$ cat src/shared/sao_pkg.sv
// Constants shared by the serial audio output port
package sao_pkg;
	// Register indices; byte address is four times the index
	localparam logic [7:0] IDX_CTRL1 = 8'h01;
	localparam logic [7:0] IDX_FMT = 8'h05;
	localparam logic [7:0] IDX_MASK = 8'h0B;
	localparam logic [7:0] IDX_ISTAT = 8'h0D;
	localparam logic [11:0] ADDR_CTRL1 = {2'h0, IDX_CTRL1, 2'h0};
	localparam logic [11:0] ADDR_FMT = {2'h0, IDX_FMT, 2'h0};
	localparam logic [11:0] ADDR_MASK = {2'h0, IDX_MASK, 2'h0};
	localparam logic [11:0] ADDR_ISTAT = {2'h0, IDX_ISTAT, 2'h0};
	// Control 1 fields
	localparam int CTRL1_MUTE = 0;
	localparam int CTRL1_ROUTE = 1;
	// Format fields
	localparam int FMT_FRAMEPOL = 0;
	localparam int FMT_BITPOL = 1;
	localparam int FMT_DELAY = 2;
	localparam int FMT_JUST = 3;
	localparam int FMT_RES_LSB = 4;
	localparam int FMT_RATE = 6;
	localparam int FMT_MASTER = 7;
	// Interrupt status and mask field
	localparam int ISTAT_SLIP = 5;
	// Word resolution codes and widths
	localparam logic [1:0] RES_24 = 2'h0;
	localparam logic [1:0] RES_20 = 2'h1;
	localparam logic [1:0] RES_16 = 2'h2;
	localparam logic [1:0] RES_AES = 2'h3;
	localparam int WORD_W = 28;
	localparam logic [7:0] WIDTH_24 = 8'h18;
	localparam logic [7:0] WIDTH_20 = 8'h14;
	localparam logic [7:0] WIDTH_16 = 8'h10;
	localparam logic [7:0] WIDTH_AES = 8'h1C;
	// Bit slots per channel half
	localparam logic [7:0] SLOTS_SLOW = 8'h20;
	localparam logic [7:0] SLOTS_FAST = 8'h40;
	localparam logic [7:0] SLOT_MAX = 8'hFF;
	// Timing
	localparam int CLK_MHZ = 125;
	localparam int CLK_HZ = 125000000;
	localparam int FS_HZ = 48000;
	localparam int MCLK_RATIO = 256;
	localparam int FRAME_CYC = CLK_HZ / FS_HZ;
	localparam int BCLK_HALF64 = CLK_HZ / (FS_HZ * 64 * 2);
	localparam int ALIGN_NS = 78;
	localparam int ALIGN_CYC = (ALIGN_NS * CLK_MHZ / 1000 < 1) ? 1 : ALIGN_NS * CLK_MHZ / 1000;
	localparam int SLIP_WAIT_PERIODS = 4;
	localparam int SLIP_WAIT_CYC = SLIP_WAIT_PERIODS * CLK_HZ / (MCLK_RATIO * FS_HZ);
	localparam int WIN_PCT = 28;
	localparam int LAT_FRAMES = 3;
	localparam logic [7:0] BLK_RISE = 8'h02;
	localparam logic [7:0] BLK_HIGH = 8'h10;
	localparam logic [1:0] HYST_FRAMES = 2'h2;
	localparam logic [1:0] EDGE_SAT = 2'h2;
	// Preamble kinds from the decoder
	typedef enum logic [1:0] {PRE_Z = 2'b00, PRE_X = 2'b01, PRE_Y = 2'b10} preamble_t;
	// Master clock engine
	typedef enum logic [1:0] {M_IDLE = 2'b00, M_ALIGN = 2'b01, M_RUN = 2'b10} master_state_t;
endpackage
$ cat src/hdl/serial_audio_output_port.sv
// Serial audio output port with APB registers and slip/repeat detection
`timescale 1ns/10ps
`default_nettype none
// What this block does
// - Master drives frame and bit clocks
// - Slave takes async, gappy external clocks
// - No right justification as slave
// - Mute bit silences data immediately
// - All format options are configurable
// - Resolution 11 gives AES3 direct words
// - Block start on pin or general output
// - Check interval after preamble fixed delay
// - Missed update repeats frame, sets flag
// - Double update drops frame, sets flag
// - One active edge leaves flag alone
// - Sticky flag bit 5, read clears
// - Hysteresis gives one event per crossing
// - Master frame edge near preamble start
// - Master latency three frames
// - Preamble to edge delay fixed figure
// - Slave edge window treats as simultaneous
// - Slave latency whole frames plus offset
// - Block start high 16 frames, after two
module serial_audio_output_port #(
	parameter int FRAME_CYC = sao_pkg::FRAME_CYC,
	parameter int BCLK_HALF = sao_pkg::BCLK_HALF64,
	parameter int LAT = sao_pkg::LAT_FRAMES
) (
	// Clock and reset
	input wire logic sys_clk,
	input wire logic rst,
	// APB slave
	input wire logic psel,
	input wire logic penable,
	input wire logic pwrite,
	input wire logic [11:0] paddr,
	input wire logic [31:0] pwdata,
	output logic [31:0] prdata,
	output logic pready,
	output logic pslverr,
	// Decoder side
	input wire logic preambleStrobe,
	input wire logic [1:0] preambleType,
	input wire logic subValid,
	input wire logic subRight,
	input wire logic [23:0] subAudio,
	input wire logic subV,
	input wire logic subU,
	input wire logic subC,
	// Serial pins
	input wire logic outputFrameClockIn,
	output logic outputFrameClockOut,
	output logic outputFrameClockOe,
	input wire logic outputBitClockIn,
	output logic outputBitClockOut,
	output logic outputBitClockOe,
	output logic serialDataOut,
	// Status pins
	output logic blockStartOutput,
	output logic generalOutputPin,
	output logic irqOut
);
	localparam int WW = sao_pkg::WORD_W;
	localparam int WIN_CYC = FRAME_CYC * sao_pkg::WIN_PCT / 100;
	localparam int ALIGN_D = sao_pkg::ALIGN_CYC;

	function automatic logic [7:0] wordWidth(input logic [1:0] res);
		case (res)
			sao_pkg::RES_20: return sao_pkg::WIDTH_20;
			sao_pkg::RES_16: return sao_pkg::WIDTH_16;
			sao_pkg::RES_AES: return sao_pkg::WIDTH_AES;
			default: return sao_pkg::WIDTH_24;
		endcase
	endfunction

	function automatic logic pickBit(input logic [WW-1:0] w, input logic [7:0] slot,
			input logic [7:0] start, input logic [7:0] width);
		logic [7:0] pos;
		pos = slot - start;
		if (slot < start || pos >= width) begin
			return 1'b0;
		end
		return w[WW - 1 - int'(pos)];
	endfunction

	function automatic logic isMapped(input logic [11:0] a);
		return a == sao_pkg::ADDR_CTRL1 || a == sao_pkg::ADDR_FMT ||
			a == sao_pkg::ADDR_MASK || a == sao_pkg::ADDR_ISTAT;
	endfunction

	// Control registers
	logic portMasterSelect_q, bitClockRateSelect_q, justifySelect_q, firstBitDelay_q;
	logic bitClockPolarity_q, frameClockPolarity_q, outputMuteBit_q, routeToGeneral_q;
	logic [1:0] wordResolutionField_q;
	logic slipMask_q, slipRepeatFlag_q;
	logic wrEn, rdClear, slipEvent;
	logic [31:0] readValue;

	assign pready = 1'b1;
	assign pslverr = psel & penable & ~isMapped(paddr);
	assign wrEn = psel & penable & pwrite;
	assign rdClear = psel & penable & ~pwrite & (paddr == sao_pkg::ADDR_ISTAT);

	always_ff @(posedge sys_clk or posedge rst) begin
		if (rst) begin
			portMasterSelect_q <= 1'b0;
			bitClockRateSelect_q <= 1'b0;
			wordResolutionField_q <= sao_pkg::RES_24;
			justifySelect_q <= 1'b0;
			firstBitDelay_q <= 1'b0;
			bitClockPolarity_q <= 1'b0;
			frameClockPolarity_q <= 1'b0;
		end else if (wrEn && paddr == sao_pkg::ADDR_FMT) begin
			portMasterSelect_q <= pwdata[sao_pkg::FMT_MASTER];
			bitClockRateSelect_q <= pwdata[sao_pkg::FMT_RATE];
			wordResolutionField_q <= pwdata[sao_pkg::FMT_RES_LSB +: 2];
			justifySelect_q <= pwdata[sao_pkg::FMT_JUST];
			firstBitDelay_q <= pwdata[sao_pkg::FMT_DELAY];
			bitClockPolarity_q <= pwdata[sao_pkg::FMT_BITPOL];
			frameClockPolarity_q <= pwdata[sao_pkg::FMT_FRAMEPOL];
		end
	end

	always_ff @(posedge sys_clk or posedge rst) begin
		if (rst) begin
			outputMuteBit_q <= 1'b0;
			routeToGeneral_q <= 1'b0;
			slipMask_q <= 1'b0;
		end else if (wrEn && paddr == sao_pkg::ADDR_CTRL1) begin
			outputMuteBit_q <= pwdata[sao_pkg::CTRL1_MUTE];
			routeToGeneral_q <= pwdata[sao_pkg::CTRL1_ROUTE];
		end else if (wrEn && paddr == sao_pkg::ADDR_MASK) begin
			slipMask_q <= pwdata[sao_pkg::ISTAT_SLIP];
		end
	end

	always_comb begin
		readValue = '0;
		case (paddr)
			sao_pkg::ADDR_CTRL1: begin
				readValue[sao_pkg::CTRL1_MUTE] = outputMuteBit_q;
				readValue[sao_pkg::CTRL1_ROUTE] = routeToGeneral_q;
			end
			sao_pkg::ADDR_FMT: begin
				readValue[sao_pkg::FMT_MASTER] = portMasterSelect_q;
				readValue[sao_pkg::FMT_RATE] = bitClockRateSelect_q;
				readValue[sao_pkg::FMT_RES_LSB +: 2] = wordResolutionField_q;
				readValue[sao_pkg::FMT_JUST] = justifySelect_q;
				readValue[sao_pkg::FMT_DELAY] = firstBitDelay_q;
				readValue[sao_pkg::FMT_BITPOL] = bitClockPolarity_q;
				readValue[sao_pkg::FMT_FRAMEPOL] = frameClockPolarity_q;
			end
			sao_pkg::ADDR_MASK: readValue[sao_pkg::ISTAT_SLIP] = slipMask_q;
			sao_pkg::ADDR_ISTAT: readValue[sao_pkg::ISTAT_SLIP] = slipRepeatFlag_q;
			default: readValue = '0;
		endcase
	end

	// Read data captured in the setup phase so it comes from a flop
	always_ff @(posedge sys_clk or posedge rst) begin
		if (rst) begin
			prdata <= '0;
		end else if (psel && !penable) begin
			prdata <= readValue;
		end
	end

	// Event wins over a clear in the same cycle
	always_ff @(posedge sys_clk or posedge rst) begin
		if (rst) begin
			slipRepeatFlag_q <= 1'b0;
		end else if (slipEvent) begin
			slipRepeatFlag_q <= 1'b1;
		end else if (rdClear) begin
			slipRepeatFlag_q <= 1'b0;
		end
	end

	always_ff @(posedge sys_clk or posedge rst) begin
		if (rst) begin
			irqOut <= 1'b0;
		end else begin
			irqOut <= slipRepeatFlag_q & slipMask_q;
		end
	end

	// Sample pipeline; each pair push is one buffer update
	logic [WW-1:0] leftHold_q;
	logic [2*WW-1:0] pipe_q [LAT];
	logic zFrame_q, pushEv, preXZ;
	assign pushEv = subValid & subRight;
	assign preXZ = preambleStrobe && preambleType != sao_pkg::PRE_Y;

	always_ff @(posedge sys_clk or posedge rst) begin
		if (rst) begin
			zFrame_q <= 1'b0;
			leftHold_q <= '0;
		end else begin
			if (preambleStrobe) begin
				zFrame_q <= preambleType == sao_pkg::PRE_Z;
			end
			if (subValid && !subRight) begin
				// Block start marker takes the parity position
				leftHold_q <= {subAudio, subV, subU, subC, zFrame_q};
			end
		end
	end

	always_ff @(posedge sys_clk or posedge rst) begin
		if (rst) begin
			for (int i = 0; i < LAT; i++) begin
				pipe_q[i] <= '0;
			end
		end else if (pushEv) begin
			pipe_q[0] <= {leftHold_q, subAudio, subV, subU, subC, 1'b0};
			for (int i = 1; i < LAT; i++) begin
				pipe_q[i] <= pipe_q[i-1];
			end
		end
	end

	// Pin synchronisers
	logic [1:0] fcSync_q, bcSync_q;
	logic fcPrev_q, bcPrev_q;
	always_ff @(posedge sys_clk or posedge rst) begin
		if (rst) begin
			fcSync_q <= '0;
			bcSync_q <= '0;
			fcPrev_q <= 1'b0;
			bcPrev_q <= 1'b0;
		end else begin
			fcSync_q <= {fcSync_q[0], outputFrameClockIn};
			bcSync_q <= {bcSync_q[0], outputBitClockIn};
			fcPrev_q <= fcSync_q[1];
			bcPrev_q <= bcSync_q[1];
		end
	end

	logic slvFrameEdge, slvHalf, slvShift;
	assign slvFrameEdge = fcSync_q[1] != fcPrev_q;
	assign slvHalf = ~(fcSync_q[1] ^ frameClockPolarity_q);
	// A stalled bit clock just stalls the slot counter
	assign slvShift = (bcSync_q[1] != bcPrev_q) && (bcSync_q[1] == bitClockPolarity_q);

	// Master clock engine
	sao_pkg::master_state_t mState_q;
	logic [7:0] alignCnt_q, slot_q, halfLen, startSlot, width;
	logic [15:0] div_q, halfDiv;
	logic bclk_q, half_q, mStart, mShift, frameEdge, activeEdge, shiftEv, justifyEff;

	assign halfLen = bitClockRateSelect_q ? sao_pkg::SLOTS_FAST : sao_pkg::SLOTS_SLOW;
	assign halfDiv = bitClockRateSelect_q ? 16'(BCLK_HALF / 2) : 16'(BCLK_HALF);
	assign mStart = mState_q == sao_pkg::M_ALIGN && alignCnt_q == '0;
	assign mShift = mState_q == sao_pkg::M_RUN && div_q == halfDiv - 16'h0001 && bclk_q;

	always_ff @(posedge sys_clk or posedge rst) begin
		if (rst) begin
			mState_q <= sao_pkg::M_IDLE;
			alignCnt_q <= '0;
		end else if (!portMasterSelect_q) begin
			mState_q <= sao_pkg::M_IDLE;
		end else if (preXZ) begin
			mState_q <= sao_pkg::M_ALIGN;
			alignCnt_q <= 8'(ALIGN_D - 1);
		end else begin
			case (mState_q)
				sao_pkg::M_ALIGN: begin
					if (mStart) begin
						mState_q <= sao_pkg::M_RUN;
					end else begin
						alignCnt_q <= alignCnt_q - 8'h01;
					end
				end
				sao_pkg::M_RUN: begin
					if (mShift && half_q && slot_q == halfLen - 8'h01) begin
						mState_q <= sao_pkg::M_IDLE;
					end
				end
				default: mState_q <= sao_pkg::M_IDLE;
			endcase
		end
	end

	always_ff @(posedge sys_clk or posedge rst) begin
		if (rst) begin
			div_q <= '0;
			bclk_q <= 1'b0;
		end else if (mStart || mState_q != sao_pkg::M_RUN) begin
			div_q <= '0;
			bclk_q <= 1'b0;
		end else if (div_q == halfDiv - 16'h0001) begin
			div_q <= '0;
			bclk_q <= ~bclk_q;
		end else begin
			div_q <= div_q + 16'h0001;
		end
	end

	assign frameEdge = portMasterSelect_q ? mStart : slvFrameEdge;
	assign activeEdge = portMasterSelect_q ? mStart : (slvFrameEdge && !slvHalf);
	assign shiftEv = portMasterSelect_q ? mShift : slvShift;

	always_ff @(posedge sys_clk or posedge rst) begin
		if (rst) begin
			slot_q <= '0;
			half_q <= 1'b1;
		end else if (frameEdge) begin
			slot_q <= '0;
			half_q <= portMasterSelect_q ? 1'b0 : slvHalf;
		end else if (shiftEv) begin
			if (portMasterSelect_q && slot_q == halfLen - 8'h01) begin
				slot_q <= '0;
				half_q <= 1'b1;
			end else if (slot_q != sao_pkg::SLOT_MAX) begin
				slot_q <= slot_q + 8'h01;
			end
		end
	end

	assign outputFrameClockOe = portMasterSelect_q;
	assign outputBitClockOe = portMasterSelect_q;
	assign outputFrameClockOut = half_q ? frameClockPolarity_q : ~frameClockPolarity_q;
	assign outputBitClockOut = bclk_q ^ bitClockPolarity_q;

	// Word latch at the active frame edge
	logic [WW-1:0] wordL_q, wordR_q;
	logic [11:0] sinceEdge_q;
	always_ff @(posedge sys_clk or posedge rst) begin
		if (rst) begin
			sinceEdge_q <= '0;
		end else if (activeEdge) begin
			sinceEdge_q <= '0;
		end else if (sinceEdge_q != '1) begin
			sinceEdge_q <= sinceEdge_q + 12'h001;
		end
	end

	always_ff @(posedge sys_clk or posedge rst) begin
		if (rst) begin
			wordL_q <= '0;
			wordR_q <= '0;
		end else if (activeEdge) begin
			{wordL_q, wordR_q} <= pipe_q[LAT-1];
		end else if (!portMasterSelect_q && pushEv && sinceEdge_q < 12'(WIN_CYC)) begin
			// Update just after the edge counts as simultaneous with it
			{wordL_q, wordR_q} <= {leftHold_q, subAudio, subV, subU, subC, 1'b0};
		end
	end

	assign justifyEff = justifySelect_q & portMasterSelect_q;
	assign width = wordWidth(wordResolutionField_q);
	assign startSlot = justifyEff ? halfLen - width : {7'h00, firstBitDelay_q};

	always_ff @(posedge sys_clk or posedge rst) begin
		if (rst) begin
			serialDataOut <= 1'b0;
		end else if (outputMuteBit_q) begin
			serialDataOut <= 1'b0;
		end else begin
			serialDataOut <= pickBit(half_q ? wordR_q : wordL_q, slot_q, startSlot, width);
		end
	end

	// Slip/repeat check between X/Z preambles
	logic [1:0] edgeCnt_q, edgesCap_q, hold_q;
	logic [7:0] wait_q;
	logic waiting_q, primed_q, validCap_q, evalNow;
	assign evalNow = waiting_q && wait_q == '0;
	assign slipEvent = evalNow && validCap_q && !portMasterSelect_q && hold_q == '0 &&
		edgesCap_q != 2'h1;

	always_ff @(posedge sys_clk or posedge rst) begin
		if (rst) begin
			edgeCnt_q <= '0;
			edgesCap_q <= '0;
			wait_q <= '0;
			waiting_q <= 1'b0;
			primed_q <= 1'b0;
			validCap_q <= 1'b0;
		end else if (preXZ) begin
			edgesCap_q <= edgeCnt_q;
			edgeCnt_q <= activeEdge ? 2'h1 : 2'h0;
			wait_q <= 8'(sao_pkg::SLIP_WAIT_CYC);
			waiting_q <= 1'b1;
			primed_q <= 1'b1;
			validCap_q <= primed_q;
		end else begin
			if (activeEdge && edgeCnt_q != sao_pkg::EDGE_SAT) begin
				edgeCnt_q <= edgeCnt_q + 2'h1;
			end
			if (evalNow) begin
				waiting_q <= 1'b0;
			end else if (waiting_q) begin
				wait_q <= wait_q - 8'h01;
			end
		end
	end

	// Jitter around the crossing point would otherwise fire repeatedly
	always_ff @(posedge sys_clk or posedge rst) begin
		if (rst) begin
			hold_q <= '0;
		end else if (slipEvent) begin
			hold_q <= sao_pkg::HYST_FRAMES;
		end else if (evalNow && hold_q != '0) begin
			hold_q <= hold_q - 2'h1;
		end
	end

	// Channel-status block start
	logic [7:0] blkCnt_q;
	logic seenZ_q;
	always_ff @(posedge sys_clk or posedge rst) begin
		if (rst) begin
			blkCnt_q <= '0;
			seenZ_q <= 1'b0;
		end else if (preambleStrobe && preambleType == sao_pkg::PRE_Z) begin
			blkCnt_q <= '0;
			seenZ_q <= 1'b1;
		end else if (preambleStrobe && preambleType == sao_pkg::PRE_X &&
				blkCnt_q != sao_pkg::SLOT_MAX) begin
			blkCnt_q <= blkCnt_q + 8'h01;
		end
	end

	always_ff @(posedge sys_clk or posedge rst) begin
		if (rst) begin
			blockStartOutput <= 1'b0;
			generalOutputPin <= 1'b0;
		end else begin
			blockStartOutput <= seenZ_q && blkCnt_q >= sao_pkg::BLK_RISE &&
				blkCnt_q < sao_pkg::BLK_RISE + sao_pkg::BLK_HIGH;
			generalOutputPin <= routeToGeneral_q && seenZ_q && blkCnt_q >= sao_pkg::BLK_RISE &&
				blkCnt_q < sao_pkg::BLK_RISE + sao_pkg::BLK_HIGH;
		end
	end
endmodule
`default_nettype wire

$ cat config.mk
export PLATFORM = sky130hd
export DESIGN_NAME = serial_audio_output_port
export DESIGN_NICKNAME = d
export VERILOG_FILES = /design/src/shared/sao_pkg.sv /design/src/hdl/serial_audio_output_port.sv
export SDC_FILE = /design/constraint.sdc
export NUM_CORES = 1
export LEC_CHECK = 0
export CAP_MARGIN = 10
export CORE_MARGIN = 2
export CORE_UTILIZATION = 40
export CTS_BUF_LIST = sky130_fd_sc_hd__clkbuf_2 sky130_fd_sc_hd__clkbuf_4 sky130_fd_sc_hd__clkbuf_8
export CTS_CLUSTER_DIAMETER = 40
export DETAILED_ROUTE_END_ITERATION = 6
export DONT_BUFFER_PORTS = 1
export PLACE_DENSITY = 0.54
export REMOVE_ABC_BUFFERS = 1
export SLEW_MARGIN = 20
export SYNTH_ARGS = -nofsm -noshare
export SYNTH_HDL_FRONTEND = slang
export SYNTH_SLANG_ARGS = --single-unit
$ cat constraint.sdc
create_clock -name sys_clk -period 23.2 [get_ports sys_clk]
set_clock_uncertainty 0.1 [all_clocks]
set_input_delay 1.16 -clock sys_clk [delete_from_list [all_inputs] [get_ports sys_clk]]
set_output_delay 1.16 -clock sys_clk [all_outputs]
set_load 0.01 [all_outputs]
### After elaboration in Yosys (flattened, before gate mapping)

Index checks and enable logic that the tools add are counted.

| cells by class | value |
|---|---|
| $add $sub $neg | 13 |
| magnitude comparators | 6 |
| equal/unequal tests | 26 |
| multiplexer cells | 61 |
| bitwise logic cells | 16 |
| reduce and logical (&&, ||, !) cells | 63 |

Operators with widths:

| cell | count |
|---|---|
| $mux W28 | 5 |
| $mux W8 | 13 |
| $mux W16 | 2 |
| $logic_and A1 B1 Y1 | 31 |
| $reduce_bool A2 Y1 | 13 |
| $eq A12 B6 Y1 const B | 2 |
| $mux W12 | 2 |
| $mux W1 | 22 |
| $mux W2 | 9 |
| $add A16 B1 Y16 const B | 1 |
| $add A8 B1 Y8 const B | 2 |
| $eq A16 B16 Y1 | 1 |
| $logic_not A8 Y1 | 2 |
| $ne A8 B8 Y1 const B | 2 |
| $sub A8 B1 Y8 const B | 2 |
| $add A12 B1 Y12 const B | 1 |
| $eq A12 B3 Y1 const B | 1 |
| $eq A12 B5 Y1 const B | 1 |
| $lt A12 B10 Y1 const B | 1 |
| $ne A12 B12 Y1 const B | 1 |
| $pmux W4 S3 | 1 |
| $ne A2 B2 Y1 const B | 5 |
| $reduce_and A2 Y1 | 5 |
| $lt A9 B7 Y1 const B | 1 |
| 33 further kinds | 59 |

| word-level totals | value |
|---|---|
| register bits after elaboration | 354 |
| bits of input ports | 83 |
| output and inout bits | 42 |
| word-level logic and storage cells | 228 |

### Logic depth before layout (Yosys ltp)

| depth | value |
|---|---|
| word-level depth | 11 |
| depth in mapped cells | 13 |
| mapped depth without buffers | 13 |

### Worst setup path after synthesis

OpenSTA, ideal clock, no wires.

| path | value |
|---|---|
| path kind | in2out |
| start | in paddr[7] |
| end | out pslverr |
| arrival | 1.877 ns |
| required time | 21.940 ns |
| slack | 20.063 ns |
| stages | 4 |
| path buffers | 0 |
| cells stage by stage | nor4_1 -> nand4_1 -> a21oi_1 -> nor2_1 |

| on the way | value |
|---|---|
| longest elaborated chain between the ends | 6 |
| elaborated cells on any way between the ends | 9 |
| those cells by class | 4 x eq/ne; 2 x bitwise; 3 x reduce/logical |

Ends and longest elaborated chain:

| element | RTL line | source |
|---|---|---|
| start, declared | serial_audio_output_port.sv:36 | `input wire logic [11:0] paddr,` |
| $eq A12 B3 Y1 / $eq A12 B5 Y1 (equally long branches) | serial_audio_output_port.sv:87 | `return a == sao_pkg::ADDR_CTRL1 \|\| a == sao_pkg::ADDR_FMT \|\|` |
| $logic_or A1 B1 Y1 (2 in series) | serial_audio_output_port.sv:87 |  |
| $logic_or A1 B1 Y1 (*) | serial_audio_output_port.sv:88 | `a == sao_pkg::ADDR_MASK \|\| a == sao_pkg::ADDR_ISTAT;` |
| $not A1 Y1 (*) | serial_audio_output_port.sv:100 | `assign pslverr = psel & penable & ~isMapped(paddr);` |
| $and A1 B1 Y1 (*) | serial_audio_output_port.sv:100 |  |
| end, declared | serial_audio_output_port.sv:40 | `output logic pslverr,` |

Every way passes the cells marked *; elsewhere a longest branch is shown, timed or not.

### Final worst setup path

| path | value |
|---|---|
| start | reg wordResolutionField_q[1] |
| end | reg serialDataOut |

| on the way | value |
|---|---|
| longest elaborated chain between the ends | 11 |
| elaborated cells on any way between the ends | 18 |
| those cells by class | 3 x add/sub; 2 x order compare; 3 x eq/ne; 9 x mux; 1 x reduce/logical |

Ends and longest elaborated chain:

| element | RTL line | source |
|---|---|---|
| start, declared | serial_audio_output_port.sv:94 | `logic [1:0] wordResolutionField_q;` |
| start signal, assigned | serial_audio_output_port.sv:108 | `wordResolutionField_q <= sao_pkg::RES_24;` |
| start signal, assigned | serial_audio_output_port.sv:116 | `wordResolutionField_q <= pwdata[sao_pkg::FMT_RES_LSB +: 2];` |
| $eq A2 B2 Y1 / $eq A2 B1 Y1 (equally long branches) | serial_audio_output_port.sv:68 | `case (res)` |
| $pmux W4 S3 (*) | serial_audio_output_port.sv:68 |  |
| $sub A7 B8 Y8 | serial_audio_output_port.sv:352 | `assign startSlot = justifyEff ? halfLen - width : {7'h00, firstBitDelay_q};` |
| $mux W8 | serial_audio_output_port.sv:352 |  |
| $sub A8 B8 Y8 | serial_audio_output_port.sv:79 | `pos = slot - start;` |
| $sub A5 B8 Y9 / $ge A8 B8 Y1 (equally long branches) | serial_audio_output_port.sv:83, serial_audio_output_port.sv:80 |  |
| $bmux W1 S5 / $logic_or A1 B1 Y1 (equally long branches) | serial_audio_output_port.sv:83, serial_audio_output_port.sv:80 |  |
| $mux W1, on equally long branches | serial_audio_output_port.sv:83, serial_audio_output_port.sv:80 |  |
| $mux W1, on equally long branches | serial_audio_output_port.sv:83, serial_audio_output_port.sv:357 |  |
| $mux W1 (*) | serial_audio_output_port.sv:83 | `return w[WW - 1 - int'(pos)];` |
| $mux W1 (*) | serial_audio_output_port.sv:357 | `end else if (outputMuteBit_q) begin` |
| end signal, assigned | serial_audio_output_port.sv:360 | `serialDataOut <= pickBit(half_q ? wordR_q : wordL_q, slot_q, startSlot, width);` |
| end, declared | serial_audio_output_port.sv:57 | `output logic serialDataOut,` |

Every way passes the cells marked *; elsewhere a longest branch is shown, timed or not. The select of a mux whose other input is x is not followed.
A chain may end at the register's enable or synchronous reset.

==> results.json <==
{
  "post-synth-top-count-cell": "sky130_fd_sc_hd__dfrtp_1",
  "design.die.area_um2": 42700,
  "r2r_setup_slack_ns": 19.64,
  "start_util_pct": 40.4,
  "yosysUniqueCellTypes": 71,
  "detail_route.vias_per_cell": 5.41,
  "finalWorstSetupSlack_ns": 19.64,
  "cts-htree-levels": 3,
  "actual_transition_at_the_worst_max_transition_pin_ns": 1.05,
  "reg2reg_path_depth": 12,
  "post-synth-top-area-cell": "sky130_fd_sc_hd__dfrtp_1",
  "post_cts.repair.setup_buffers": 0,
  "synthesized_netlist_cell_count": 1385,
  "clock_network_latency_to_the_later_pin_of_the_worst_skew_pair_ns": 0.63,
  "multiInputGateArea_um2": 7070,
  "netlist_top_cells_count": "352 x sky130_fd_sc_hd__dfrtp_1, 201 x sky130_fd_sc_hd__mux2_2, 178 x sky130_fd_sc_hd__nand2_1, 61 x sky130_fd_sc_hd__o211ai_1, 60 x sky130_fd_sc_hd__nor2_1",
  "vias": 10600,
  "clock_path_buffers": 3,
  "drive_above_1_share_pct": 27.4,
  "synth_sequential_area_ratio_pct": 53.7,
  "ios": 125,
  "drc_errors_left": 0,
  "rows": 74,
  "criticalPathCategory": "flop to flop",
  "globalRouteTotalUtil_pct": 16.7,
  "synth_seq_cells": 353,
  "ys_warn_count": 0,
  "final_min_period_over_clock_period_pct": 15.3,
  "ant_nets": 0,
  "grt_max_degree": 147,
  "synth_top_family_by_area": "multiplexers",
  "grt_setup_unrepaired": "no",
  "hold_start": "fcSync_q[0]",
  "leakage_nw": 7.63,
  "largest_fanout_of_any_net_on_the_critical_path": 7,
  "nets": 1491,
  "cp_data_required_time_ns": 23.63,
  "dp_hpwl_um": 19600,
  "antenna_cells_inserted": 0,
  "syn-cell-area_um2": 16400,
  "port_buffers": 0,
  "result_of_the_run": "finished clean",
  "synth-edff-count": 0,
  "class_of_the_tightest_hold_or_removal_check": "flop to flop",
  "cts_root_buf": "sky130_fd_sc_hd__clkbuf_8",
  "synth_compound_area_share_pct": 11.6,
  "postSynth.topFlopCell": "sky130_fd_sc_hd__dfrtp_1",
  "whs_path_depth": 0,
  "pwr_density_cell_nw_per_um2": 102,
  "post_synth_fa_ha_maj_area_fraction_pct": 1.83,
  "synthesis.area_per_instance_um2": 11.9,
  "cts-buffers-inserted": 68,
  "detail_route.iter0.violations": 536,
  "regToRegEndpoint": "serialDataOut",
  "min_delay_worst_endpoint": "fcSync_q[1]",
  "grt_pass1_vias": 10700,
  "cts_repair_resize_count": 0,
  "wire_per_inst_um": 17.6,
  "core_region_area_um2": 40700,
  "cts_hold_buf": 0,
  "fmaxAchievable_mhz": 281,
  "clkTransAtPathRegs_ns": 0.06,
  "place_congestion": 0.821,
  "synth_mux_area_share_pct": 15.8,
  "flow.area_growth_from_synthesis_pct": 10.5,
  "post_place_setup_slack_ns": 18.41,
  "post-synth-top-area-fraction_pct": 53.6,
  "async_flop_share_pct": 100,
  "timing.setup.tns_ns": 0,
  "firstDrtPassIters": 4,
  "yosys.area_share.simple_pct": 10.8,
  "final_setup_violations": 0,
  "initial_antenna_violation_count": 0,
  "cap_viol_max_count": 0,
  "number_of_filler_cells_placed_in_the_layout": 3831,
  "synth_xor_xnor_area_share_pct": 2.16,
  "crit_path_end_kind": "flop",
  "regToRegStartpoint": "wordResolutionField_q[1]",
  "finalHoldViolCount": 0,
  "max-slew-margin-rel_pct": 29.8,
  "die-height_um": 207,
  "cts_num_sinks": 353,
  "fin_crit_ns": 3.56,
  "cp-start-kind": "flop",
  "detail_route.wirelength_um": 34400,
  "final-seq-area_um2": 8830,
  "fin_total_pwr_mw": 1.85,
  "die_w_um": 207,
  "overflow_after_grt": 0,
  "ys_top_cells_by_area": "sky130_fd_sc_hd__dfrtp_1 54%, sky130_fd_sc_hd__mux2_2 14%, sky130_fd_sc_hd__nand2_1 4.1%",
  "global_route_wire_length_before_repair_um": 56700,
  "peakVddDrop_v": 0.0000498,
  "tritoncts_clock_tree": "done",
  "timing.final.max_slew_violations": 0,
  "worst-endpoint-arrival_ns": 3.98
}
==> power by group <==
part	internal (mW)	switching [mW]	total, mW
clock network	0.359	0.266	0.625
logic	0.177	0.172	0.349
registers	0.779	0.101	0.881
total	1.32	0.539	1.85
==> state kept, by name, summed over array words and instances, names as in the netlist, 8 cells and up <==
signal       count
alignCnt_q       8
blkCnt_q         8
div_q           16
leftHold_q      28
pipe_q         165
prdata           8
sinceEdge_q     12
slot_q           8
wait_q           8
wordL_q         28
wordR_q         27
==> layout make-up <==
cell class | count | area share [%]
Clock buffer | 99 | 6.67
Clock inverter | 14 | 0.868
Inverter | 26 | 0.606
Sequential cell | 353 | 48.6
Timing Repair Buffer | 15 | 0.641
Tap cell | 532 | 3.66
Multi-Input combinational cell | 920 | 38.9
==> cells by family (layout without fill, tap and decap cells) <==
family / count (synthesis) / in the layout
AOI/OAI and AO/OA: 235 / 235
muxes: 222 / 222
DFF: 353 / 353
adders and majority gates: 24 / 24
and+or+nand+nor: 375 / 375
xor gates and xnor gates: 39 / 39
other: 2 / 25
buffers and inverters: 135 / 154
==> metal layers <==
layer	GRT usage, %	wire, um	vias to the layer above
li1	-	-	4965
met4	6.79	926	0
met3	3.97	1630	69
met5	0	0	-
met2	25.4	15700	189
met1	23.0	16200	5378
==> worst max-delay path, cell delays in order, from the launching register on <==
cell,delay [ns]
sky130_fd_sc_hd__dfrtp_1,0.41
sky130_fd_sc_hd__inv_1,0.11
sky130_fd_sc_hd__ha_1,0.20
sky130_fd_sc_hd__or2_2,0.32
sky130_fd_sc_hd__nand3_1,0.11
sky130_fd_sc_hd__ha_1,0.27
sky130_fd_sc_hd__xor2_1,0.47
sky130_fd_sc_hd__inv_1,0.19
sky130_fd_sc_hd__ha_1,0.44
sky130_fd_sc_hd__nand2_1,0.11
sky130_fd_sc_hd__nor4_1,0.42
sky130_fd_sc_hd__nor4_1,0.13
sky130_fd_sc_hd__nor4_1,0.19
==> worst max path at each step <==
stage / from / to / slack [ns] / cells after the start
after floorplan: subRight / wordL_q[0] / 11.11 / 4
after global placement: rst / pipe_q[110] / 18.45 / 4
after detailed placement: rst / pipe_q[54] / 18.41 / 4
after CTS: rst / leftHold_q[24] / 19.07 / 4
after global routing: wordResolutionField_q[1] / serialDataOut / 19.29 / 12
final: wordResolutionField_q[1] / serialDataOut / 19.64 / 12
==> through the flow <==
step           hold WS [ns]  area [um2]  util, %  instances
2_1_floorplan         0.231       16000        -       1299
3_3_place_gp          0.245       16800     41.2       1846
3_5_place_dp          0.237       16800     41.2       1846
4_1_cts               0.284       18200     44.6       1959
5_1_grt               0.277       18200     44.6       1959
6_report              0.273       18200     44.6       1959
==> cell usage in the layout (no fill, tap or decap), drive strengths merged, types with 10 or more instances in the layout <==
| cell type | n |
|---|---|
| dfrtp | 352 |
| mux2 | 201 |
| nand2 | 179 |
| clkbuf | 99 |
| o211ai | 62 |
| nor2 | 60 |
| o2111ai | 58 |
| o21ai | 43 |
| inv | 29 |
| a21oi | 26 |
| conb | 25 |
| ha | 24 |
| xor2 | 22 |
| nand3 | 21 |
| xnor2 | 16 |
| buf | 15 |
| and3 | 14 |
| nand2b | 13 |
| nand4 | 12 |
| nor3 | 12 |
| nor4 | 12 |
| mux2i | 11 |
| nor2b | 10 |
| mux4 | 10 |
(Power assumes the default switching activity.)
